===== src/osp_defs.svh =====
// Register offsets, field positions, reset values and counts for the
// oscillator select and PLL translation block.
// Included by bare name; definitions only.
`ifndef OSP_DEFS_SVH
`define OSP_DEFS_SVH

`define OSP_OFS_RCC        8'h60
`define OSP_OFS_XLAT       8'h64
`define OSP_OFS_FREQ       8'h68

`define OSP_BIT_MAIN_OFF   0
`define OSP_BIT_CHIP_OFF   1
`define OSP_RSV_HI         3
`define OSP_RSV_LO         2
`define OSP_SRC_HI         5
`define OSP_SRC_LO         4
`define OSP_CRYSTAL_SELECT_HI        9
`define OSP_CRYSTAL_SELECT_LO        6
`define OSP_BIT_BYPASS     11

`define OSP_MULT_HI        13
`define OSP_MULT_LO        5
`define OSP_DIV_HI         4
`define OSP_DIV_LO         0

`define OSP_FREQ_HI        25
`define OSP_BIT_BUSY       31

`define OSP_RST_SRC        2'h1
`define OSP_RST_CRYSTAL_SELECT       4'hb
`define OSP_RST_MAIN_OFF   1'b1
`define OSP_RST_CHIP_OFF   1'b0
`define OSP_RST_BYPASS     1'b1
`define OSP_RSV_VALUE      2'h0

`define OSP_DIV_STEPS      5'h1a
`define OSP_SLOW_KHZ       17'h0_001e

`endif


===== src/osp_pkg.sv =====
// Types shared by the oscillator select and PLL translation block.
// No assumptions beyond a SystemVerilog compiler.
package osp_pkg;
  typedef enum logic [1:0] {OSC_MAIN, OSC_CHIP, OSC_CHIP_DIV4, OSC_SLOW} osp_osc_e;
  typedef enum logic [2:0] {SYS_MAIN, SYS_CHIP, SYS_CHIP_DIV4, SYS_SLOW, SYS_PLL} osp_sys_e;
  typedef enum logic [1:0] {ST_INIT, ST_IDLE, ST_DIV} osp_state_e;
  typedef logic [8:0]  osp_mult_t;
  typedef logic [4:0]  osp_div_t;
  typedef logic [13:0] osp_khz_t;
endpackage : osp_pkg


===== src/osp_crystal_select_lut.sv =====
// Fixed crystal code to PLL multiplier and divider table.
// Purely combinational; the caller registers the result.
`timescale 1ns/1ps
module osp_crystal_select_lut
  import osp_pkg::*;
(
  input  wire logic [3:0] crystal_select,
  output osp_mult_t       mult,
  output osp_div_t        div,
  output osp_khz_t        crystal_select_khz
);
  // Entries aim at a nominal PLL output near 400 MHz
  always_comb begin
    unique case (crystal_select)
      4'h0: begin mult = 9'h190; div = 5'h00; crystal_select_khz = 14'h03e8; end
      4'h1: begin mult = 9'h0d9; div = 5'h00; crystal_select_khz = 14'h0733; end
      4'h2: begin mult = 9'h0c8; div = 5'h00; crystal_select_khz = 14'h07d0; end
      4'h3: begin mult = 9'h0a3; div = 5'h00; crystal_select_khz = 14'h099a; end
      4'h4: begin mult = 9'h070; div = 5'h00; crystal_select_khz = 14'h0dfc; end
      4'h5: begin mult = 9'h0d9; div = 5'h01; crystal_select_khz = 14'h0e66; end
      4'h6: begin mult = 9'h064; div = 5'h00; crystal_select_khz = 14'h0fa0; end
      4'h7: begin mult = 9'h187; div = 5'h03; crystal_select_khz = 14'h1000; end
      4'h8: begin mult = 9'h197; div = 5'h04; crystal_select_khz = 14'h1333; end
      4'h9: begin mult = 9'h050; div = 5'h00; crystal_select_khz = 14'h1388; end
      4'ha: begin mult = 9'h139; div = 5'h03; crystal_select_khz = 14'h1400; end
      4'hb: begin mult = 9'h0c8; div = 5'h02; crystal_select_khz = 14'h1770; end
      4'hc: begin mult = 9'h146; div = 5'h04; crystal_select_khz = 14'h1800; end
      4'hd: begin mult = 9'h0d9; div = 5'h03; crystal_select_khz = 14'h1ccd; end
      4'he: begin mult = 9'h032; div = 5'h00; crystal_select_khz = 14'h1f40; end
      4'hf: begin mult = 9'h1e8; div = 5'h09; crystal_select_khz = 14'h2000; end
    endcase
  end
endmodule : osp_crystal_select_lut


===== src/osp_clk_route.sv =====
// System clock source routing and oscillator enables.
// Combinational; the top registers every output.
`timescale 1ns/1ps
module osp_clk_route
  import osp_pkg::*;
(
  input  osp_osc_e  osc_src,
  input  wire logic bypass,
  input  wire logic main_crystal_off,
  input  wire logic on_chip_clock_off,
  output osp_sys_e  sys_sel,
  output logic      main_en,
  output logic      chip_en
);
  always_comb begin
    main_en = !main_crystal_off;
    chip_en = !on_chip_clock_off;
    if (!bypass) begin
      sys_sel = SYS_PLL;
    end else begin
      unique case (osc_src)
        OSC_MAIN:      sys_sel = SYS_MAIN;
        OSC_CHIP:      sys_sel = SYS_CHIP;
        OSC_CHIP_DIV4: sys_sel = SYS_CHIP_DIV4;
        OSC_SLOW:      sys_sel = SYS_SLOW;
      endcase
    end
  end
endmodule : osp_clk_route


===== src/osp_clock_ctrl.sv =====
// Run-mode clock configuration, crystal to PLL translation and a
// computed PLL output frequency, behind a classic Wishbone slave.
// Assumes inputs synchronous to core_clk and a single-cycle master.
`timescale 1ns/1ps
`include "osp_defs.svh"
module osp_clock_ctrl
  import osp_pkg::*;
#(
  parameter logic [16:0] CHIP_KHZ = 17'h0_2ee0
) (
  input  wire logic        core_clk,
  input  wire logic        resetn,
  input  wire logic        wb_cyc_i,
  input  wire logic        wb_stb_i,
  input  wire logic        wb_we_i,
  input  wire logic [7:0]  wb_adr_i,
  input  wire logic [3:0]  wb_sel_i,
  input  wire logic [31:0] wb_dat_i,
  output logic      [31:0] wb_dat_o,
  output logic             wb_ack_o,
  output logic             main_osc_en,
  output logic             on_chip_osc_en,
  output logic      [1:0]  osc_src_sel,
  output logic      [2:0]  sys_clk_sel,
  output logic             pll_bypass,
  output logic      [8:0]  pll_mult,
  output logic      [4:0]  pll_div
);

  // Bus slave state
  logic        ack_q, ack_d;
  logic [31:0] rdata_q, rdata_d;

  // Configuration register fields
  logic        main_off_q, main_off_d;
  logic        chip_off_q, chip_off_d;
  osp_osc_e    src_q, src_d;
  logic [3:0]  crystal_select_q, crystal_select_d;
  logic        bypass_q, bypass_d;

  // Translation register and the code it was built from
  osp_mult_t   mult_q, mult_d;
  osp_div_t    div_q, div_d;
  logic [3:0]  xlat_code_q, xlat_code_d;
  logic        xlat_valid_q, xlat_valid_d;

  // Frequency calculation state
  osp_state_e  state_q, state_d;
  logic [4:0]  step_q, step_d;
  logic [6:0]  rem_q, rem_d;
  logic [25:0] quo_q, quo_d;
  logic [5:0]  dvsr_q, dvsr_d;
  logic [5:0]  tag_q, tag_d;
  logic [25:0] freq_q, freq_d;

  // Registered outputs
  logic        main_en_q, main_en_d;
  logic        chip_en_q, chip_en_d;
  logic [2:0]  sys_sel_q, sys_sel_d;

  osp_mult_t   lut_mult;
  osp_div_t    lut_div;
  osp_khz_t    lut_khz;
  osp_sys_e    route_sel;
  logic        route_main_en;
  logic        route_chip_en;

  logic        bus_req;
  logic        bus_wr;
  logic        hit_rcc;
  logic        hit_xlat;
  logic        hit_freq;
  logic [31:0] rcc_view;
  logic [31:0] xlat_view;
  logic [31:0] freq_view;
  logic [16:0] osc_khz;
  logic [25:0] product;
  logic [5:0]  cur_tag;
  logic [6:0]  trial;

  osp_crystal_select_lut u_lut (
    .crystal_select (crystal_select_q),
    .mult           (lut_mult),
    .div            (lut_div),
    .crystal_select_khz       (lut_khz)
  );

  osp_clk_route u_route (
    .osc_src           (src_q),
    .bypass            (bypass_q),
    .main_crystal_off  (main_off_q),
    .on_chip_clock_off (chip_off_q),
    .sys_sel           (route_sel),
    .main_en           (route_main_en),
    .chip_en           (route_chip_en)
  );

  // One wait state: ack follows the request by one edge and drops after
  assign bus_req  = wb_cyc_i && wb_stb_i && !ack_q;
  assign bus_wr   = bus_req && wb_we_i;
  assign hit_rcc  = (wb_adr_i == `OSP_OFS_RCC);
  assign hit_xlat = (wb_adr_i == `OSP_OFS_XLAT);
  assign hit_freq = (wb_adr_i == `OSP_OFS_FREQ);

  always_comb begin
    rcc_view = 32'h0000_0000;
    rcc_view[`OSP_BIT_MAIN_OFF] = main_off_q;
    rcc_view[`OSP_BIT_CHIP_OFF] = chip_off_q;
    rcc_view[`OSP_RSV_HI:`OSP_RSV_LO] = `OSP_RSV_VALUE;
    rcc_view[`OSP_SRC_HI:`OSP_SRC_LO] = src_q;
    rcc_view[`OSP_CRYSTAL_SELECT_HI:`OSP_CRYSTAL_SELECT_LO] = crystal_select_q;
    rcc_view[`OSP_BIT_BYPASS] = bypass_q;
    xlat_view = 32'h0000_0000;
    xlat_view[`OSP_MULT_HI:`OSP_MULT_LO] = mult_q;
    xlat_view[`OSP_DIV_HI:`OSP_DIV_LO] = div_q;
    freq_view = 32'h0000_0000;
    freq_view[`OSP_FREQ_HI:0] = freq_q;
    freq_view[`OSP_BIT_BUSY] = (state_q != ST_IDLE);
  end

  always_comb begin
    ack_d = bus_req;
    rdata_d = rdata_q;
    if (bus_req && !wb_we_i) begin
      if (hit_rcc) begin
        rdata_d = rcc_view;
      end else if (hit_xlat) begin
        rdata_d = xlat_view;
      end else if (hit_freq) begin
        rdata_d = freq_view;
      end else begin
        rdata_d = 32'h0000_0000;
      end
    end
  end

  always_ff @(posedge core_clk) begin
    if (!resetn) begin
      ack_q   <= 1'b0;
      rdata_q <= 32'h0000_0000;
    end else begin
      ack_q   <= ack_d;
      rdata_q <= rdata_d;
    end
  end

  // Configuration register writes, byte lane by byte lane
  always_comb begin
    main_off_d = main_off_q;
    chip_off_d = chip_off_q;
    src_d      = src_q;
    crystal_select_d     = crystal_select_q;
    bypass_d   = bypass_q;
    if (bus_wr && hit_rcc) begin
      if (wb_sel_i[0]) begin
        main_off_d = wb_dat_i[`OSP_BIT_MAIN_OFF];
        chip_off_d = wb_dat_i[`OSP_BIT_CHIP_OFF];
        src_d      = osp_osc_e'(wb_dat_i[`OSP_SRC_HI:`OSP_SRC_LO]);
        crystal_select_d[1:0] = wb_dat_i[7:`OSP_CRYSTAL_SELECT_LO];
      end
      if (wb_sel_i[1]) begin
        crystal_select_d[3:2] = wb_dat_i[`OSP_CRYSTAL_SELECT_HI:8];
        bypass_d    = wb_dat_i[`OSP_BIT_BYPASS];
      end
    end
  end

  always_ff @(posedge core_clk) begin
    if (!resetn) begin
      main_off_q <= `OSP_RST_MAIN_OFF;
      chip_off_q <= `OSP_RST_CHIP_OFF;
      src_q      <= osp_osc_e'(`OSP_RST_SRC);
      crystal_select_q     <= `OSP_RST_CRYSTAL_SELECT;
      bypass_q   <= `OSP_RST_BYPASS;
    end else begin
      main_off_q <= main_off_d;
      chip_off_q <= chip_off_d;
      src_q      <= src_d;
      crystal_select_q     <= crystal_select_d;
      bypass_q   <= bypass_d;
    end
  end

  // Translation follows the crystal code one edge after it changes;
  // bus writes to the translation offset never reach these flops
  always_comb begin
    mult_d       = mult_q;
    div_d        = div_q;
    xlat_code_d  = xlat_code_q;
    xlat_valid_d = 1'b1;
    if (!xlat_valid_q || (xlat_code_q != crystal_select_q)) begin
      mult_d      = lut_mult;
      div_d       = lut_div;
      xlat_code_d = crystal_select_q;
    end
  end

  always_ff @(posedge core_clk) begin
    if (!resetn) begin
      mult_q       <= 9'h000;
      div_q        <= 5'h00;
      xlat_code_q  <= 4'h0;
      xlat_valid_q <= 1'b0;
    end else begin
      mult_q       <= mult_d;
      div_q        <= div_d;
      xlat_code_q  <= xlat_code_d;
      xlat_valid_q <= xlat_valid_d;
    end
  end

  // Frequency of the selected oscillator in kHz
  always_comb begin
    unique case (src_q)
      OSC_MAIN:      osc_khz = {3'h0, lut_khz};
      OSC_CHIP:      osc_khz = CHIP_KHZ;
      OSC_CHIP_DIV4: osc_khz = {2'h0, CHIP_KHZ[16:2]};
      OSC_SLOW:      osc_khz = `OSP_SLOW_KHZ;
    endcase
  end

  // Widen both operands first: a self-sized 17-bit product would wrap
  assign product = 26'(osc_khz) * 26'(mult_q);
  // Tag holds the code itself so a change during a divide is not lost
  assign cur_tag = {xlat_code_q, src_q};
  assign trial   = {rem_q[5:0], quo_q[25]};

  // Serial restoring divide keeps area small at the cost of 26 cycles
  always_comb begin
    state_d = state_q;
    step_d  = step_q;
    rem_d   = rem_q;
    quo_d   = quo_q;
    dvsr_d  = dvsr_q;
    tag_d   = tag_q;
    freq_d  = freq_q;
    unique case (state_q)
      ST_INIT: begin
        if (xlat_valid_q && (xlat_code_q == crystal_select_q)) begin
          state_d = ST_IDLE;
          tag_d   = ~cur_tag;
        end
      end
      ST_IDLE: begin
        if ((tag_q != cur_tag) && xlat_valid_q && (xlat_code_q == crystal_select_q)) begin
          state_d = ST_DIV;
          step_d  = 5'h00;
          rem_d   = 7'h00;
          quo_d   = product;
          dvsr_d  = {1'b0, div_q} + 6'h01;
          tag_d   = cur_tag;
        end else if (xlat_code_q != crystal_select_q) begin
          tag_d = cur_tag;
        end
      end
      ST_DIV: begin
        if (trial >= {1'b0, dvsr_q}) begin
          rem_d = trial - {1'b0, dvsr_q};
          quo_d = {quo_q[24:0], 1'b1};
        end else begin
          rem_d = trial;
          quo_d = {quo_q[24:0], 1'b0};
        end
        step_d = step_q + 5'h01;
        if (step_q == (`OSP_DIV_STEPS - 5'h01)) begin
          state_d = ST_IDLE;
          freq_d  = quo_d;
        end
      end
    endcase
  end

  always_ff @(posedge core_clk) begin
    if (!resetn) begin
      state_q <= ST_INIT;
      step_q  <= 5'h00;
      rem_q   <= 7'h00;
      quo_q   <= 26'h000_0000;
      dvsr_q  <= 6'h01;
      tag_q   <= 6'h00;
      freq_q  <= 26'h000_0000;
    end else begin
      state_q <= state_d;
      step_q  <= step_d;
      rem_q   <= rem_d;
      quo_q   <= quo_d;
      dvsr_q  <= dvsr_d;
      tag_q   <= tag_d;
      freq_q  <= freq_d;
    end
  end

  // Outputs to the oscillators and the clock mux
  always_comb begin
    main_en_d = route_main_en;
    chip_en_d = route_chip_en;
    sys_sel_d = route_sel;
  end

  always_ff @(posedge core_clk) begin
    if (!resetn) begin
      main_en_q <= !`OSP_RST_MAIN_OFF;
      chip_en_q <= !`OSP_RST_CHIP_OFF;
      sys_sel_q <= SYS_CHIP;
    end else begin
      main_en_q <= main_en_d;
      chip_en_q <= chip_en_d;
      sys_sel_q <= sys_sel_d;
    end
  end

  assign wb_ack_o       = ack_q;
  assign wb_dat_o       = rdata_q;
  assign main_osc_en    = main_en_q;
  assign on_chip_osc_en = chip_en_q;
  assign osc_src_sel    = src_q;
  assign sys_clk_sel    = sys_sel_q;
  assign pll_bypass     = bypass_q;
  assign pll_mult       = mult_q;
  assign pll_div        = div_q;

endmodule : osp_clock_ctrl


===== config.mk =====
export PLATFORM = sky130hd
export DESIGN_NAME = osp_clock_ctrl
export DESIGN_NICKNAME = d
export VERILOG_FILES = /design/src/osp_pkg.sv /design/src/osp_crystal_select_lut.sv /design/src/osp_clk_route.sv /design/src/osp_clock_ctrl.sv
export VERILOG_INCLUDE_DIRS = /design/src
export SDC_FILE = /design/constraint.sdc
export NUM_CORES = 1
export LEC_CHECK = 0
export ABC_AREA = 1
export BUFFER_PORTS_ARGS = -buffer_cell sky130_fd_sc_hd__clkbuf_2
export CAP_MARGIN = 30
export CELL_PAD_IN_SITES_DETAIL_PLACEMENT = 1
export CELL_PAD_IN_SITES_GLOBAL_PLACEMENT = 1
export CORE_ASPECT_RATIO = 0.9
export CORE_MARGIN = 2
export CORE_UTILIZATION = 40
export DETAILED_ROUTE_END_ITERATION = 10
export PLACE_DENSITY_LB_ADDON = 0.2
export SYNTH_ARGS = -nofsm -noshare
export SYNTH_HDL_FRONTEND = slang
export SYNTH_SLANG_ARGS = --single-unit

===== constraint.sdc =====
create_clock -name core_clk -period 5.15 [get_ports core_clk]
set_input_delay 0.515 -clock core_clk [delete_from_list [all_inputs] [get_ports core_clk]]
set_output_delay 0.515 -clock core_clk [all_outputs]
set_load 0.1 [all_outputs]

==> qor.log <==
[route] Residual DRC 0
[global_routing] GRT Total Usage 25.9%
[worst_setup_path] Top delay family on crit path adder cells
[placement] Placed Cells incl. Taps 2036
[sta] final clock period utilization by the worst path 98.8%
[power_and_ir_drop] static power due to leakage 6.60 nW
[sta] final setup margin 61.4 ps
[logic_synthesis] Post-Syn Area per Cell 7.01 um^2
[global_routing] number of global-route vias before repair 11300
[worst_setup_path] cell with the biggest individual delay on the critical path fa_1
[sta] Tmin final 5090 ps
[logic_synthesis] leading register cell type out of synthesis dfxtp_1
[logic_synthesis] area of the mapped netlist 10900 um^2
[logic_synthesis] ranking of synthesized cells by area dfxtp_1 25%, fa_1 16%, nand2_1 13%
[die] CORE AREA 26900 um^2
[sta] Max Clk Rate 0.197 GHz
[die] Die Area 28500 um^2
[clock_network] maximum buffer depth of the clock tree 2
[final_layout] non-filler instance count after layout 2084
[worst_setup_path] peak per-stage delay on the critical path 550 ps
[sta] TNS Setup 0 ps
[sta] final setup fails 0
[die] width of the die 178 um
[logic_synthesis] top cell types by occurrence after synthesis 375 x nand2_1, 258 x inv_1, 171 x nor2_1
[logic_synthesis] yosys synthesis warning count 0
[global_routing] met3 track utilization from global routing 3.08%
[final_layout] antenna cells 0
[final_layout] share of final-layout standard cells stronger than drive strength 1 25.7%
[route] final wirelength 36.9 mm
[clock_network] count of hold-fix buffers inserted at cts 0
[worst_setup_path] kind of end point of the critical path flip-flop
[logic_synthesis] most frequently used cell type in the post-synthesis netlist nand2_1
[final_layout] cell area after layout 13900 um^2
[worst_setup_path] Bufs and invs on worst path 8
[final_layout] fill cell instance count of the final layout 3408
[global_routing] met2 Usage GRT 44.4%
[power_and_ir_drop] PD cells 227 nW/um^2
[die] IO Pins 104
[worst_setup_path] Crit Path Max Fanout 6
[sta] Post-Route Skew 18.2 ps
[logic_synthesis] register area share after synthesis 25.0%
[job] MaxCap Viol Count 0
[logic_synthesis] number of enable-type register cells in the synthesized netlist 0
[worst_setup_path] path type of the worst setup path reg2reg
[sta] worst slew margin relative to its limit 35.3%
[route] detailed-routing iteration count for the pre-antenna-repair pass 5
[die] standard-cell row count 57
[route] number of design-rule violations left by the first detailed-router iteration 565
[clock_network] clock buffers created by TritonCTS 17
[placement] placement-stage cell area 12300 um^2
[global_routing] global-route wire length before repair 58.3 mm
[placement] post-place setup slack -293 ps
[sta] number of hold-slack violations in the final timing report 0
[logic_synthesis] post-synthesis cell type count 47
[worst_setup_path] required time at the worst-slack endpoint 5490 ps
[logic_synthesis] number of standard cells after synthesis 1550
[route] drt via density 5.08
[logic_synthesis] share of flip-flops with an asynchronous set or reset 0%
[clock_network] clock sinks 136
[final_layout] final core occ 51.6%
[global_routing] residual overflow from global routing 0
[logic_synthesis] Synth area leader dfxtp_1
[worst_setup_path] startpoint type of the worst setup path flip-flop
[placement] RePlAce Congestion 0.847
[worst_setup_path] arrival time of the worst setup path 5430 ps
[final_layout] Area growth syn-to-layout 27.7%
[global_routing] GRT met1 Usage 34.5%
[power_and_ir_drop] Max IR drop VDD 0.000214 V
[global_routing] GRT Max-Usage Layer met2
[sta] transition time at the pin with the least slew margin 967 ps
[clock_network] TritonCTS clock tree done
[logic_synthesis] area share of the leading cell type in the synthesized netlist 25.0%
[clock_network] depth of the CTS H-tree 4
[clock_network] clock tree root driver cell clkbuf_16
[placement] DPL Wire Length 27.3 mm
[clock_network] clock slew at the register clock pins of the worst setup and hold paths 70 ps
[logic_synthesis] number of register bits inferred by synthesis 136
[sta] number of slew-limit violations in the final report 0
[route] DR vias 10600
[placement] number of input and output port buffers inserted 72
[clock_network] later-pin clock latency in the skew report 440 ps
[die] Starting Density 40.4%
[die] floorplan die height 160 um
[final_layout] number of nets in the layout 1919
[route] wire length per cell 17.7 um
[status] status complete, no violations
[sta] RSZ-0062 raised after global routing true
[global_routing] largest net degree at the start of global routing 52
[global_routing] initial antenna violation count 0
[hold_path] worst min-delay path category in2reg
[route] Post-DRT Antenna Nets 0
-- kinds of logic after synthesis --
family / share of synthesized area, %
adders and majority gates: 23.5
AOI/OAI and AO/OA: 11.9
DFF: 25.0
xor gates and xnor gates: 1.37
other: 0.0345
and+or+nand+nor: 25.8
buffers and inverters: 12.3
-- area by class of cell --
| type | count | area (um^2) | area share, % |
|---|---|---|---|
| Multi-Input combinational cell | 1085 | 7620 | 54.9 |
| Sequential cell | 136 | 2740 | 19.7 |
| Timing Repair Buffer | 208 | 1460 | 10.5 |
| Inverter | 269 | 1030 | 7.43 |
| Tap cell | 354 | 443 | 3.19 |
| Clock buffer | 17 | 425 | 3.06 |
| Clock inverter | 15 | 175 | 1.26 |
-- power by group --
group          switching, mW  total [mW]  leakage, nW  internal, mW
Sequential            0.0172        1.09         1.10          1.07
Clock                  0.583        1.28        0.297         0.697
Combinational          0.489       0.780         5.20         0.292
-- final timing paths --
| kind | start | depth (start not counted) | to | slack, ps |
|---|---|---|---|---|
| setup / recovery | crystal_select_q[1] | 26 | quo_q[14] | 60 |
| hold / removal | wb_dat_i[1] | 3 | chip_off_q | 350 |
| setup reg to reg | crystal_select_q[1] | 26 | quo_q[14] | 60 |
| hold reg to reg | chip_off_q | 1 | on_chip_osc_en | 410 |
-- state kept, by name (all words and copies together) (netlist names), 2 cells and up --
register          flops
dvsr_q                5
step_q                5
pll_mult              9
tag_q                 6
freq_q               26
wb_dat_o             27
crystal_select_q      4
sys_clk_sel           3
xlat_code_q           4
pll_div               4
quo_q                26
osc_src_sel           2
state_q               2
rem_q                 6
-- per-stage QoR --
step                hold WS [ps]  total power, mW
finish                       352             3.15
floorplan                    358             1.52
global placement             367             1.70
detailed placement           393             1.72
global route                 355             3.29
CTS                          337             3.04
-- what timing repair did --
| action | in CTS | in global routing |
|---|---|---|
| buffers inserted | 4 | 12 |
| pin swaps | 8 | 102 |
| resized for setup | 47 | 192 |
| setup endpoints to repair | 18 | 18 |
-- tightest hold or removal path: cells and delay by family --
family | cells | cell delay [ps]
AOI/OAI and AO/OA | 1 | 50
buffers and inverters | 1 | 80
and+or+nand+nor | 1 | 90
-- per-layer routing --
layer  vias up  wire, um
li1       5151         -
met1      5210     16600
met2       174     18400
met3        44      1230
met4         0       733
met5         -         0
-- placed cells by master (no fill, tap or decap), drive strengths merged --
cell	n
a211oi	10
a21boi	3
a21oi	125
a22oi	1
a31oi	6
and2	1
buf	136
bufinv	1
clkbuf	89
clkinv	5
clkinvlp	1
conb	6
dfxtp	136
fa	86
ha	67
inv	277
nand2	377
nand3	78
nand3b	5
nand4	17
nor2	175
nor3	10
o211ai	16
o21ai	58
o21bai	4
o221ai	1
o22ai	8
o31ai	1
or2	13
xnor2	3
xor2	14
Power figures use the tool's default switching activity.
